==> config.mk <==
export PLATFORM = sky130hd
export DESIGN_NAME = ipcfg_top
export DESIGN_NICKNAME = d
export VERILOG_FILES = /design/src/hdl/ipcfg_pkg.sv /design/src/hdl/ipcfg_top.sv
export SDC_FILE = /design/constraint.sdc
export NUM_CORES = 1
export LEC_CHECK = 0
export ABC_AREA = 1
export BUFFER_PORTS_ARGS = -buffer_cell sky130_fd_sc_hd__buf_4
export CORE_MARGIN = 5
export CORE_UTILIZATION = 49
export DETAILED_ROUTE_END_ITERATION = 6
export GPL_TIMING_DRIVEN = 1
export PLACE_DENSITY = 0.95
export SYNTH_ARGS = -nofsm -noshare
export SYNTH_HDL_FRONTEND = slang
export SYNTH_SLANG_ARGS = --single-unit
export TNS_END_PERCENT = 5
==> constraint.sdc <==
create_clock -name aclk -period 2 [get_ports aclk]
set_input_delay 0.1 -clock aclk [delete_from_list [all_inputs] [get_ports aclk]]
set_output_delay 0.1 -clock aclk [all_outputs]
set_load 0.01 [all_outputs]
==> src/hdl/ipcfg_pkg.sv <==
// Package for the interrupt priority configuration store: map, fields, resets, carriers
package ipcfg_pkg;
  // Byte offsets of the three priority registers on the register bus
  localparam logic [3:0] IPCFG_GROUP_ONE_OFS = 4'h0;
  localparam logic [3:0] IPCFG_GROUP_TWO_OFS = 4'h4;
  localparam logic [3:0] IPCFG_GROUP_THREE_OFS = 4'h8;
  // Field low-bit positions inside a 16-bit priority register
  localparam int IPCFG_FLD3_LSB = 12;
  localparam int IPCFG_FLD2_LSB = 8;
  localparam int IPCFG_FLD1_LSB = 4;
  localparam int IPCFG_FLD0_LSB = 0;
  // Priority encodings
  localparam logic [2:0] IPCFG_PRIO_RESET = 3'h4;
  localparam logic [2:0] IPCFG_PRIO_OFF = 3'h0;
  // AXI responses
  localparam logic [1:0] IPCFG_RESP_OKAY = 2'h0;
  localparam logic [1:0] IPCFG_RESP_SLVERR = 2'h2;

  typedef logic [2:0] ipcfg_prio_t;

  // Priority levels handed to the arbitration logic
  typedef struct packed {
    ipcfg_prio_t compare1_priority;
    ipcfg_prio_t capture1_priority;
    ipcfg_prio_t ext_irq0_priority;
    ipcfg_prio_t timer2_priority;
    ipcfg_prio_t compare2_priority;
    ipcfg_prio_t capture2_priority;
    ipcfg_prio_t dma_ch0_priority;
    ipcfg_prio_t serial1_rx_priority;
    ipcfg_prio_t sync_serial1_event_priority;
    ipcfg_prio_t sync_serial1_error_priority;
    ipcfg_prio_t timer3_priority;
  } ipcfg_prios_s;

  // Raw requests from the eleven sources (flag and enable already combined)
  typedef struct packed {
    logic compare1;
    logic capture1;
    logic ext_irq0;
    logic timer2;
    logic compare2;
    logic capture2;
    logic dma_ch0;
    logic serial1_rx;
    logic sync_serial1_event;
    logic sync_serial1_error;
    logic timer3;
  } ipcfg_reqs_s;

  // Whole state of the block
  typedef struct packed {
    ipcfg_prios_s prio;
    ipcfg_reqs_s req_out;
    logic awready;
    logic wready;
    logic aw_held;
    logic w_held;
    logic [3:0] aw_addr;
    logic [31:0] w_data;
    logic [3:0] w_strb;
    logic bvalid;
    logic [1:0] bresp;
    logic arready;
    logic rvalid;
    logic [31:0] rdata;
    logic [1:0] rresp;
  } ipcfg_state_s;
endpackage : ipcfg_pkg

==> src/hdl/ipcfg_top.sv <==
// Interrupt priority configuration store with AXI4-Lite register access
//
// The AXI4-Lite slave port and the register addresses were decided locally.
`timescale 1ns/1ps
`default_nettype none

// Notes on behaviour
// - Every source owns a 3-bit priority; code 111 means level 7, the highest.
// - Code 001 is level 1, the lowest active; codes between map to 2 to 6.
// - Code 000 disables the source; it never forwards a request.
// - Separator bits 15, 11, 7 and 3 always read back zero.
// - Reset puts every field at 100, level 4; all field bits read and write.
// - Group one: compare1 at 10-8, capture1 at 6-4, external 0 at 2-0.
// - Group two: timer2 14-12, compare2 10-8, capture2 6-4, DMA ch0 2-0.
// - Group three: serial1 rx 14-12, sync serial event 10-8, error 6-4, timer3 2-0.
module ipcfg_top
  import ipcfg_pkg::*;
(
  input wire logic aclk,
  input wire logic aresetn,
  input wire logic [31:0] s_axi_awaddr,
  input wire logic s_axi_awvalid,
  output logic s_axi_awready,
  input wire logic [31:0] s_axi_wdata,
  input wire logic [3:0] s_axi_wstrb,
  input wire logic s_axi_wvalid,
  output logic s_axi_wready,
  output logic [1:0] s_axi_bresp,
  output logic s_axi_bvalid,
  input wire logic s_axi_bready,
  input wire logic [31:0] s_axi_araddr,
  input wire logic s_axi_arvalid,
  output logic s_axi_arready,
  output logic [31:0] s_axi_rdata,
  output logic [1:0] s_axi_rresp,
  output logic s_axi_rvalid,
  input wire logic s_axi_rready,
  input wire ipcfg_reqs_s src_req,
  output ipcfg_prios_s prio_out,
  output ipcfg_reqs_s req_out
);

  ipcfg_state_s st_ff;
  ipcfg_state_s nxt_st;

  // Place four fields into a register image, separators left at zero
  function automatic logic [15:0] ipcfg_pack(input ipcfg_prio_t f3, input ipcfg_prio_t f2,
                                             input ipcfg_prio_t f1, input ipcfg_prio_t f0);
    logic [15:0] img;
    img = 16'h0000;
    img[IPCFG_FLD3_LSB +: 3] = f3;
    img[IPCFG_FLD2_LSB +: 3] = f2;
    img[IPCFG_FLD1_LSB +: 3] = f1;
    img[IPCFG_FLD0_LSB +: 3] = f0;
    return img;
  endfunction : ipcfg_pack

  // Merge a write into a 3-bit field honouring the byte strobes
  function automatic ipcfg_prio_t ipcfg_merge(input ipcfg_prio_t cur, input logic [15:0] wd,
                                              input logic [1:0] strb, input int lsb);
    ipcfg_prio_t res;
    res = cur;
    if (strb[lsb / 8]) begin
      res = wd[lsb +: 3];
    end
    return res;
  endfunction : ipcfg_merge

  // Level 0 blocks a source, any other level lets it through
  function automatic logic ipcfg_gate(input logic req, input ipcfg_prio_t lvl);
    return req && (lvl != IPCFG_PRIO_OFF);
  endfunction : ipcfg_gate

  // Read decode of the register map
  function automatic logic [31:0] ipcfg_read(input ipcfg_prios_s p, input logic [3:0] a);
    logic [31:0] rd;
    rd = 32'h0000_0000;
    unique case (a)
      IPCFG_GROUP_ONE_OFS: begin
        rd[15:0] = ipcfg_pack(IPCFG_PRIO_OFF, p.compare1_priority,
                              p.capture1_priority, p.ext_irq0_priority);
      end
      IPCFG_GROUP_TWO_OFS: begin
        rd[15:0] = ipcfg_pack(p.timer2_priority, p.compare2_priority,
                              p.capture2_priority, p.dma_ch0_priority);
      end
      IPCFG_GROUP_THREE_OFS: begin
        rd[15:0] = ipcfg_pack(p.serial1_rx_priority,
                              p.sync_serial1_event_priority,
                              p.sync_serial1_error_priority, p.timer3_priority);
      end
      default: begin
        rd = 32'h0000_0000;
      end
    endcase
    return rd;
  endfunction : ipcfg_read

  // Only the three word addresses exist
  function automatic logic ipcfg_mapped(input logic [31:0] a);
    return (a[31:4] == 28'h000_0000) && (a[3:0] == IPCFG_GROUP_ONE_OFS ||
           a[3:0] == IPCFG_GROUP_TWO_OFS || a[3:0] == IPCFG_GROUP_THREE_OFS);
  endfunction : ipcfg_mapped

  // Next-state logic: bus slave, field updates and request gating
  always_comb begin
    logic [15:0] wd;
    logic [1:0] ws;
    logic do_write;
    wd = 16'h0000;
    ws = 2'b00;
    do_write = 1'b0;
    nxt_st = st_ff;

    // Capture address and data independently, in either order
    if (s_axi_awvalid && st_ff.awready) begin
      nxt_st.aw_held = 1'b1;
      nxt_st.awready = 1'b0;
      nxt_st.aw_addr = ipcfg_mapped(s_axi_awaddr) ? s_axi_awaddr[3:0] : 4'hf;
    end
    if (s_axi_wvalid && st_ff.wready) begin
      nxt_st.w_held = 1'b1;
      nxt_st.wready = 1'b0;
      nxt_st.w_data = s_axi_wdata;
      nxt_st.w_strb = s_axi_wstrb;
    end

    // Commit once both halves are held and no response is pending
    if (st_ff.aw_held && st_ff.w_held && !st_ff.bvalid) begin
      do_write = 1'b1;
      wd = st_ff.w_data[15:0];
      ws = st_ff.w_strb[1:0];
      nxt_st.aw_held = 1'b0;
      nxt_st.w_held = 1'b0;
      nxt_st.bvalid = 1'b1;
      nxt_st.bresp = (st_ff.aw_addr == 4'hf) ? IPCFG_RESP_SLVERR : IPCFG_RESP_OKAY;
    end
    if (st_ff.bvalid && s_axi_bready) begin
      nxt_st.bvalid = 1'b0;
      nxt_st.awready = 1'b1;
      nxt_st.wready = 1'b1;
    end

    // Field writes; separator bits of the write data are dropped
    if (do_write) begin
      unique case (st_ff.aw_addr)
        IPCFG_GROUP_ONE_OFS: begin
          nxt_st.prio.compare1_priority =
            ipcfg_merge(st_ff.prio.compare1_priority, wd, ws, IPCFG_FLD2_LSB);
          nxt_st.prio.capture1_priority =
            ipcfg_merge(st_ff.prio.capture1_priority, wd, ws, IPCFG_FLD1_LSB);
          nxt_st.prio.ext_irq0_priority =
            ipcfg_merge(st_ff.prio.ext_irq0_priority, wd, ws, IPCFG_FLD0_LSB);
        end
        IPCFG_GROUP_TWO_OFS: begin
          nxt_st.prio.timer2_priority =
            ipcfg_merge(st_ff.prio.timer2_priority, wd, ws, IPCFG_FLD3_LSB);
          nxt_st.prio.compare2_priority =
            ipcfg_merge(st_ff.prio.compare2_priority, wd, ws, IPCFG_FLD2_LSB);
          nxt_st.prio.capture2_priority =
            ipcfg_merge(st_ff.prio.capture2_priority, wd, ws, IPCFG_FLD1_LSB);
          nxt_st.prio.dma_ch0_priority =
            ipcfg_merge(st_ff.prio.dma_ch0_priority, wd, ws, IPCFG_FLD0_LSB);
        end
        IPCFG_GROUP_THREE_OFS: begin
          nxt_st.prio.serial1_rx_priority =
            ipcfg_merge(st_ff.prio.serial1_rx_priority, wd, ws, IPCFG_FLD3_LSB);
          nxt_st.prio.sync_serial1_event_priority =
            ipcfg_merge(st_ff.prio.sync_serial1_event_priority, wd, ws, IPCFG_FLD2_LSB);
          nxt_st.prio.sync_serial1_error_priority =
            ipcfg_merge(st_ff.prio.sync_serial1_error_priority, wd, ws, IPCFG_FLD1_LSB);
          nxt_st.prio.timer3_priority =
            ipcfg_merge(st_ff.prio.timer3_priority, wd, ws, IPCFG_FLD0_LSB);
        end
        default: begin
          nxt_st.prio = st_ff.prio;
        end
      endcase
    end

    // Read channel: one cycle from address to data
    if (s_axi_arvalid && st_ff.arready) begin
      nxt_st.arready = 1'b0;
      nxt_st.rvalid = 1'b1;
      nxt_st.rdata = ipcfg_read(st_ff.prio, ipcfg_mapped(s_axi_araddr) ?
                                s_axi_araddr[3:0] : 4'hf);
      nxt_st.rresp = ipcfg_mapped(s_axi_araddr) ? IPCFG_RESP_OKAY : IPCFG_RESP_SLVERR;
    end
    if (st_ff.rvalid && s_axi_rready) begin
      nxt_st.rvalid = 1'b0;
      nxt_st.arready = 1'b1;
    end

    // Requests gated by level; levels 1..7 pass to arbitration through the state register, one cycle later
    nxt_st.req_out.compare1 = ipcfg_gate(src_req.compare1, st_ff.prio.compare1_priority);
    nxt_st.req_out.capture1 = ipcfg_gate(src_req.capture1, st_ff.prio.capture1_priority);
    nxt_st.req_out.ext_irq0 = ipcfg_gate(src_req.ext_irq0, st_ff.prio.ext_irq0_priority);
    nxt_st.req_out.timer2 = ipcfg_gate(src_req.timer2, st_ff.prio.timer2_priority);
    nxt_st.req_out.compare2 = ipcfg_gate(src_req.compare2, st_ff.prio.compare2_priority);
    nxt_st.req_out.capture2 = ipcfg_gate(src_req.capture2, st_ff.prio.capture2_priority);
    nxt_st.req_out.dma_ch0 = ipcfg_gate(src_req.dma_ch0, st_ff.prio.dma_ch0_priority);
    nxt_st.req_out.serial1_rx =
      ipcfg_gate(src_req.serial1_rx, st_ff.prio.serial1_rx_priority);
    nxt_st.req_out.sync_serial1_event =
      ipcfg_gate(src_req.sync_serial1_event, st_ff.prio.sync_serial1_event_priority);
    nxt_st.req_out.sync_serial1_error =
      ipcfg_gate(src_req.sync_serial1_error, st_ff.prio.sync_serial1_error_priority);
    nxt_st.req_out.timer3 = ipcfg_gate(src_req.timer3, st_ff.prio.timer3_priority);
  end

  // State register; every field starts at level 4
  always_ff @(posedge aclk) begin
    if (!aresetn) begin
      st_ff <= '0;
      st_ff.prio <= {11{IPCFG_PRIO_RESET}};
      st_ff.awready <= 1'b1;
      st_ff.wready <= 1'b1;
      st_ff.arready <= 1'b1;
    end else begin
      st_ff <= nxt_st;
    end
  end

  // Outputs straight from the state register; level code is passed as is
  assign prio_out = st_ff.prio;
  assign req_out = st_ff.req_out;
  assign s_axi_awready = st_ff.awready;
  assign s_axi_wready = st_ff.wready;
  assign s_axi_bvalid = st_ff.bvalid;
  assign s_axi_bresp = st_ff.bresp;
  assign s_axi_arready = st_ff.arready;
  assign s_axi_rvalid = st_ff.rvalid;
  assign s_axi_rdata = st_ff.rdata;
  assign s_axi_rresp = st_ff.rresp;

endmodule : ipcfg_top
`default_nettype wire

# [After elaboration in Yosys (flattened, before gate mapping)]
# Index checks and enable logic that the tools add are counted.
# Widths: inputs -> output; s select.
[classes] addsub=0 multipliers=0 div=0 order_cmp=0 n_eq_ne=9 n_shift=0 muxes=8 bitwise=1 n_reduce_logical=51
[op_table] operator="$logic_not 28->1" n=2
[op_table] operator="$pmux 15 s3" n=1
[op_table] operator="$reduce_bool 3->1" n=11
[op_table] operator="$eq 4x4->1 const B" n=5
[op_table] operator="$logic_and 1x1->1" n=20
[op_table] operator="$reduce_and 3->1" n=6
[op_table] operator="$eq 4x3->1 const B" n=4
[op_table] operator="$logic_not 4->1" n=4
[op_table] operator="$mux 15" n=1
[op_table] operator="$mux 4" n=2
[op_table] operator="$mux 2" n=3
[op_table] operator="$reduce_or 2->1" n=3
[op_table] operator="$logic_or 1x1->1" n=4
[op_table] operator="$logic_not 1->1" n=1
[op_table] operator="$mux 1" n=1
[op_table] operator="$not 1->1" n=1
[totals] regBits=92 latchBits=0 ram_bits=0 mem_bits_ro=0 wordCells=104 n_memories=0

# [Logic depth before layout (Yosys ltp)]
# Gate-level depths: netlist of run 1.
[depth] ltp_word=7 ltp_mapped=11

# [Worst setup path before layout of run 1]
# No wires, ideal clock.
[synth_path] kind="reg-to-reg" start="register st_ff (netlist bit s_axi_bvalid)" end="register st_ff (netlist bit prio_out[8])" arrival_ps=1227 required_ps=1862 setup_slack_ps=635 path_stages_with_launch=7 path_buffers=0 period_less_slack_ps=1365 path_cell_list="dfxtp_1 -> nor3_2 -> nand2_1 -> nor2_1 -> inv_1 -> nand2_1 -> o211ai_1"
[synth_via] elab_chain_len=4 word_cells_on_any_way=6 classes_between="mux: 3; reduce/logical: 3"
[synth_rtl] element="start, declared" line_no="ipcfg_top.sv:43" source="ipcfg_state_s st_ff;"
[synth_rtl] element="start signal, assigned" line_no="ipcfg_top.sv:220" source="st_ff <= nxt_st;"
[synth_rtl] element="$logic_not 1->1 (*)" line_no="ipcfg_top.sv:129" source="if (st_ff.aw_held && st_ff.w_held && !st_ff.bvalid) begin"
[synth_rtl] element="$logic_and 1x1->1 (*)" line_no="ipcfg_top.sv:129"
[synth_rtl] element="$mux 2 / $mux 1 (equally long branches)" line_no="ipcfg_top.sv:129"
[synth_rtl] element="$reduce_and 3->1 (no line)"
# Mark *: on every way between the ends. The rest lies on a longest branch, timed or not.
# A chain may end at the register's enable or synchronous reset.

# [Final worst setup path of run 1]
[layout_path] start="register st_ff (netlist bit s_axi_bvalid)" end="register st_ff (netlist bit prio_out[29])"
# Same word-level chain as after synthesis.

==> flow_summary.json, run 1 <==
{
  "status": "completed",
  "cts_buffers": 9,
  "required_ns": 2.20,
  "finalNonFillerCells": 742,
  "synthDistinctLibCells": 26,
  "worstSetupStartpointType": "flip-flop",
  "clkLatencyLatePin_ns": 0.35,
  "io_pins": 203,
  "fp.dieH_um": 99.79,
  "grt.total_usage": 0.2233,
  "worst_slack_ns": 0.3169,
  "ctsHtreeMaxLevel": 3,
  "cts.sinks": 83,
  "nNetsFinal": 753,
  "setup_viol": 0,
  "syn_area_per_cell_um2": 7.538,
  "hold_path_class": "in -> reg",
  "wire_per_inst_um": 15.38,
  "hold_viol": 0,
  "synth_top_area_share": 0.4207,
  "cts-root-buf": "clkbuf_8",
  "ys_warn_count": 0,
  "port_buffers": 158,
  "worstReg2RegStart": "s_axi_bvalid$_SDFFE_PP0P_",
  "critPathKind": "reg -> reg",
  "die-area_um2": 9957,
  "area_growth_pct": 27.91,
  "start_util": 0.5059,
  "cts_tree": "yes",
  "skew_ns": 0.01546,
  "drt.antenna.violating_nets": 0,
  "r2r-end": "prio_out[29]$_SDFFE_PN1P_",
  "drtPass1Iterations": 6,
  "drive_gt1_frac": 0.2938,
  "cp-end-kind": "flip-flop",
  "peakVddDrop_mv": 0.3958,
  "hold_depth": 3,
  "slew_headroom": 0.5103,
  "synth_cells": 524,
  "crit_fanout": 8,
  "p_leak_nw": 2.387,
  "synth.yosys.seq_area_share": 0.4207,
  "rsz0062_at_grt": "no",
  "hold_slack_ns": 0.01091,
  "tightest_slew_ns": 0.7319,
  "grt_pass1_vias": 3755,
  "utilization": 0.6471,
  "rows": 32,
  "cap_violations": 0,
  "ys_ff_latch": 83,
  "antenna_found_initial": 0,
  "coreArea_um2": 7807,
  "first_iter_violations": 231,
  "wirelength_mm": 11.41,
  "drc": 0,
  "dp_slack_ns": 0.2228,
  "grt_pass1_wl_mm": 18.04,
  "cts_buffer_depth": 2,
  "chipWidth_um": 99.79,
  "max_stage_delay_ns": 0.36,
  "arrival_ns": 1.89,
  "clk_pin_slew_ns": 0.08,
  "max_freq_ghz": 0.5941,
  "path_common_cell": "nand2_1",
  "synth_area_um2": 3950,
  "fin_crit_sh": 0.8416,
  "place_congestion": 0.8677,
  "vias": 3875,
  "maxSlewViolCount": 0,
  "dp_hpwl_mm": 8.629,
  "reg2reg_slack_ns": 0.32,
  "min_from": "s_axi_wdata[4]",
  "power_density_nw_per_um2": 701.1,
  "timing.setup.tns_ns": 0,
  "antenna_cells": 0,
  "overflow": 0,
  "hold_path_end": "st_ff[47]$_SDFFE_PN0P_",
  "reg2regPathDepth": 6,
  "finalCriticalPeriod_ns": 1.683,
  "via_per_inst": 5.222,
  "yosysTopAreaCell": "dfxtp_1",
  "path_cells": "nor3_2 -> nand2_1 -> nor2_1 -> inv_1 -> nand2_1 -> o211ai_1",
  "post-place-cells": 713,
  "grt_max_degree": 54,
  "synthTopCellsByArea": "dfxtp_1, buf_4, nor2_1, o21ai_0, nand2_1",
  "slowest_stage": "dfxtp_1"
}
report_power, final:
group | internal (mW) | switching (mW) | leakage (nW)
sequential | 1.72 | 0.0466 | 0.679
combinational | 0.230 | 0.220 | 1.60
clock | 0.714 | 0.614 | 0.111
area by class of cell:
| cell class | instances | area (um^2) |
|---|---|---|
| fillers | 651 | 2755 |
| well taps | 102 | 127.6 |
| repair buffers | 177 | 1361 |
| multi-input cells | 338 | 1582 |
| flip-flops and latches | 83 | 1662 |
| clock buffers | 9 | 123.9 |
| inverters | 26 | 97.59 |
| clock inverters | 7 | 98.84 |
cells in the final DEF, fill, tap and decap left out, types with 3 or more instances in the layout:
master,instances
nor4_1,8
o21ai_0,45
nor3_1,3
nor2_2,3
a21oi_1,25
o211ai_1,9
buf_4,164
conb_1,22
inv_1,23
nand3_1,21
inv_6,3
nor2_1,103
dfxtp_1,83
nand2_1,59
nand4_1,21
dlygate4sd3_1,13
o31ai_1,11
clkbuf_8,9
per-layer routing:
metal  GRT usage  vias up  share of wire  wire, um
met5           0        -              0         0
met4     0.06933        0          0.019       218
met3     0.06185       21           0.12      1323
met2      0.3966      229           0.49      5577
met1      0.2599     1755           0.38      4290
li1            -     1870              -         -
state kept, by name (all words and copies together) (netlist names), 11 cells and up:
name,cells
prio_out,33
req_out,11
s_axi_rdata,12
st_ff,20
what timing repair did:
| item | in CTS | in global routing |
|---|---|---|
| setup buffers | 0 | 0 |
| gates resized for setup | 0 | 0 |
| endpoints found under the hold margin | 12 | 1 |
| hold buffers | 12 | 1 |
worst max-delay path by stage:
stage                                    from                           to  slack, ns  cells past startpoint
floorplan           s_axi_bvalid$_SDFFE_PP0P_     prio_out[8]$_SDFFE_PN1P_       0.64                      6
global route        s_axi_bvalid$_SDFFE_PP0P_    prio_out[26]$_SDFFE_PN1P_       0.12                      6
global placement              s_axi_araddr[1]  s_axi_rdata[2]$_SDFFE_PN0P_       0.37                     10
detailed placement            s_axi_araddr[1]  s_axi_rdata[6]$_SDFFE_PN0P_       0.22                     10
finish              s_axi_bvalid$_SDFFE_PP0P_    prio_out[29]$_SDFFE_PN1P_       0.32                      6
CTS                 s_axi_bvalid$_SDFFE_PP0P_    prio_out[26]$_SDFFE_PN1P_       0.31                      6
synthesized netlist by cell type:
cell type / n
o21a_1: 2
clkbuf_1: 12
buf_4: 80
nor3_2: 2
inv_2: 1
o211ai_1: 9
a21oi_1: 25
nor2_2: 3
dfxtp_1: 83
o31ai_1: 11
inv_1: 23
nor4_1: 8
nand3_1: 21
nor2_1: 103
clkinv_1: 2
o21ai_0: 45
o311a_1: 1
nor2_4: 1
nand2_1: 59
nand2_2: 1
conb_1: 1
nand4_1: 21
o21bai_1: 1
buf_2: 4
nor3_1: 3
buf_6: 2
cells by family (layout without fill, tap and decap cells):
group,Yosys count,after routing,share of synthesized area
buf+inv,124,219,0.1989
compound gates,94,94,0.1349
simple gates,222,222,0.2445
other cells,1,22,0.0009494
flops,83,83,0.4207
through the flow:
step,instance area [um^2],power (mW)
floorplan,4029,2.043
global placement,4700,2.208
detailed placement,4700,2.227
CTS,5042,3.561
global route,5052,3.712
finish,5052,3.542
worst max-delay path: cells and delay by family (launching register included):
family | cells | cell delay, ns
AO/OA/AOI/OAI | 1 | 0.09
buffers and inverters | 1 | 0.22
flip-flops | 1 | 0.36
AND/OR/NAND/NOR | 4 | 0.88
Note: power is estimated with default switching activity, not from simulation.
==> run 2, diff against run 1 <==
--- a/config.mk
+++ b/config.mk
@@ -5,13 +5,13 @@
 export SDC_FILE = /design/constraint.sdc
 export NUM_CORES = 1
 export LEC_CHECK = 0
-export ABC_AREA = 1
+export ABC_AREA = 0
 export BUFFER_PORTS_ARGS = -buffer_cell sky130_fd_sc_hd__buf_4
 export CORE_MARGIN = 5
-export CORE_UTILIZATION = 49
+export CORE_UTILIZATION = 46
 export DETAILED_ROUTE_END_ITERATION = 6
 export GPL_TIMING_DRIVEN = 1
-export PLACE_DENSITY = 0.95
+export PLACE_DENSITY = 0.91
 export SYNTH_ARGS = -nofsm -noshare
 export SYNTH_HDL_FRONTEND = slang
 export SYNTH_SLANG_ARGS = --single-unit
==> constraint.sdc (replaced) <==
create_clock -name aclk -period 1.7 [get_ports aclk]
set_input_delay 0.085 -clock aclk [delete_from_list [all_inputs] [get_ports aclk]]
set_output_delay 0.085 -clock aclk [all_outputs]
set_load 0.01 [all_outputs]
==> flow_summary.json, run 2 <==
{
  "final_common_cell": "buf_4",
  "synth_most_common_cell": "dfxtp_1",
  "timing.setup.tns_ns": 0,
  "tightest_slew_ns": 0.6245,
  "ctsHtreeMaxLevel": 3,
  "place_congestion": 0.8198,
  "die-area_um2": 10710,
  "worstSetupStartpointType": "flip-flop",
  "final_cell_mix": "buf_4, dfxtp_1, nand2_1, mux2i_1, dlygate4sd3_1",
  "vias": 3292,
  "grt_max_degree": 51,
  "place_area_um2": 4763,
  "hold_path_class": "in -> reg",
  "hold_slack_ns": 0.01569,
  "antenna_found_initial": 0,
  "status": "completed",
  "peakVddDrop_mv": 0.4835,
  "arrival_ns": 1.85,
  "antenna_cells": 0,
  "synth.yosys.seq_area_share": 0.4134,
  "drt.antenna.violating_nets": 0,
  "synth_cells": 431,
  "clkLatencyLatePin_ns": 0.34,
  "drive_gt1_frac": 0.3351,
  "power_mw": 3.900,
  "synth_area_um2": 4019,
  "cts_buffers": 9,
  "p_leak_nw": 2.436,
  "cp-end-kind": "flip-flop",
  "rows": 34,
  "max_freq_ghz": 0.6125,
  "synth_edf_count": 0,
  "final_area_um2": 5201,
  "cts_buffer_depth": 2,
  "ys_ff_latch": 83,
  "dp_hpwl_mm": 8.290,
  "grt_pass1_wl_mm": 15.69,
  "synth_flop_cell": "dfxtp_1",
  "cts-root-buf": "clkbuf_8",
  "grt_pass1_vias": 3178,
  "synthDistinctLibCells": 40,
  "fp.dieH_um": 103.5,
  "synth_commonest_cells": "dfxtp_1, buf_4, nand2_1",
  "required_ns": 1.92,
  "hold_viol": 0,
  "port_buffers": 158,
  "dp_slack_ns": 0.08640,
  "wirelength_mm": 10.52,
  "overflow": 0,
  "crit_fanout": 6,
  "synthTopCellsByArea": "dfxtp_1, buf_4, mux2i_1, nand2_1, nor2b_1",
  "cap_violations": 0,
  "power_density_nw_per_um2": 749.8,
  "drtPass1Iterations": 6,
  "start_util": 0.4654,
  "drc": 0,
  "nFillCells": 727,
  "finalCriticalPeriod_ns": 1.633,
  "ys_warn_count": 0,
  "chipWidth_um": 103.5,
  "nNetsFinal": 671,
  "io_pins": 203,
  "setup_viol": 0,
  "fin_crit_sh": 0.9604,
  "slew_headroom": 0.5834,
  "multi_input_area_um2": 1725,
  "cts.sinks": 83,
  "syn_area_per_cell_um2": 9.324,
  "maxSlewViolCount": 0,
  "synth_top_area_share": 0.4134,
  "skew_ns": 0.01024,
  "first_iter_violations": 104,
  "reg2reg_slack_ns": 0.07,
  "area_growth_pct": 29.42,
  "largest_reg_flops": 33,
  "via_per_inst": 4.943,
  "seq_area_um2": 1662,
  "grt.total_usage": 0.1890,
  "critPathKind": "reg -> reg",
  "worst_slack_ns": 0.06740,
  "clk_pin_slew_ns": 0.08,
  "cts_tree": "yes",
  "wire_per_inst_um": 15.79,
  "coreArea_um2": 8636,
  "yosysTopAreaCell": "dfxtp_1",
  "postSynth.asyncResetShare": 0
}
==> run 2: cell families after synthesis <==
group           Yosys count  synth area share
other cells               1         0.0009331
flops                    83            0.4134
buf+inv                 103            0.1799
compound gates           64            0.1217
simple gates            137            0.1768
mux                      43            0.1071
==> run 2: worst paths after layout <==
check	from	end	depth (start not counted)
setup / recovery	st_ff[75]$_SDFFE_PN0P_	prio_out[8]$_SDFFE_PN1P_	4
hold / removal	src_req[8]	req_out[8]$_SDFF_PN0_	2
setup reg to reg	st_ff[75]$_SDFFE_PN0P_	prio_out[8]$_SDFFE_PN1P_	4
hold reg to reg	s_axi_rdata[9]$_SDFFE_PN0P_	s_axi_rdata[9]$_SDFFE_PN0P_	2
==> run 2: area by class of cell <==
cell class,count,share of cell area
flip-flops and latches,83,0.3195
clock inverters,2,0.006736
repair buffers,189,0.2839
multi-input cells,266,0.3317
well taps,108,0.02598
inverters,4,0.002887
clock buffers,14,0.02935
==> run 2: metrics by stage <==
step / cells / util
after global routing: 666 / 0.6023
final: 666 / 0.6023
after CTS: 665 / 0.6000
after detailed placement: 626 / 0.5516
after floorplan: 452 / -
after global placement: 626 / 0.5516
==> run 2: metal layers <==
metal  share of wire  vias up  wire length, um  GRT usage
li1                -     1646                -          -
met1            0.42     1522             4446     0.2406
met2            0.49      108             5176     0.3172
met3           0.065       16              682    0.03286
met4           0.020        0              214    0.07570
met5               0        -                0          0
==> run 2: repair_timing <==
action / CTS / global route
gates resized for setup: 0 / 1
setup endpoints to repair: 0 / 3
buffers inserted: 0 / 1
hold endpoints to repair: 23 / 0
hold buffers: 23 / 0
==> run 2: where the power goes <==
part           leakage (nW)  internal, mW  switching (mW)
Clock                0.0947         0.721           0.655
Sequential            0.677          2.00          0.0497
Combinational          1.66         0.283           0.193
==> run 2: worst max-delay path, stage by stage (launching register included) <==
cell and delay, ns:
dfxtp_1 0.35, nor4b_1 0.41, and3_1 0.47, mux2i_1 0.23
nand2_1 0.06
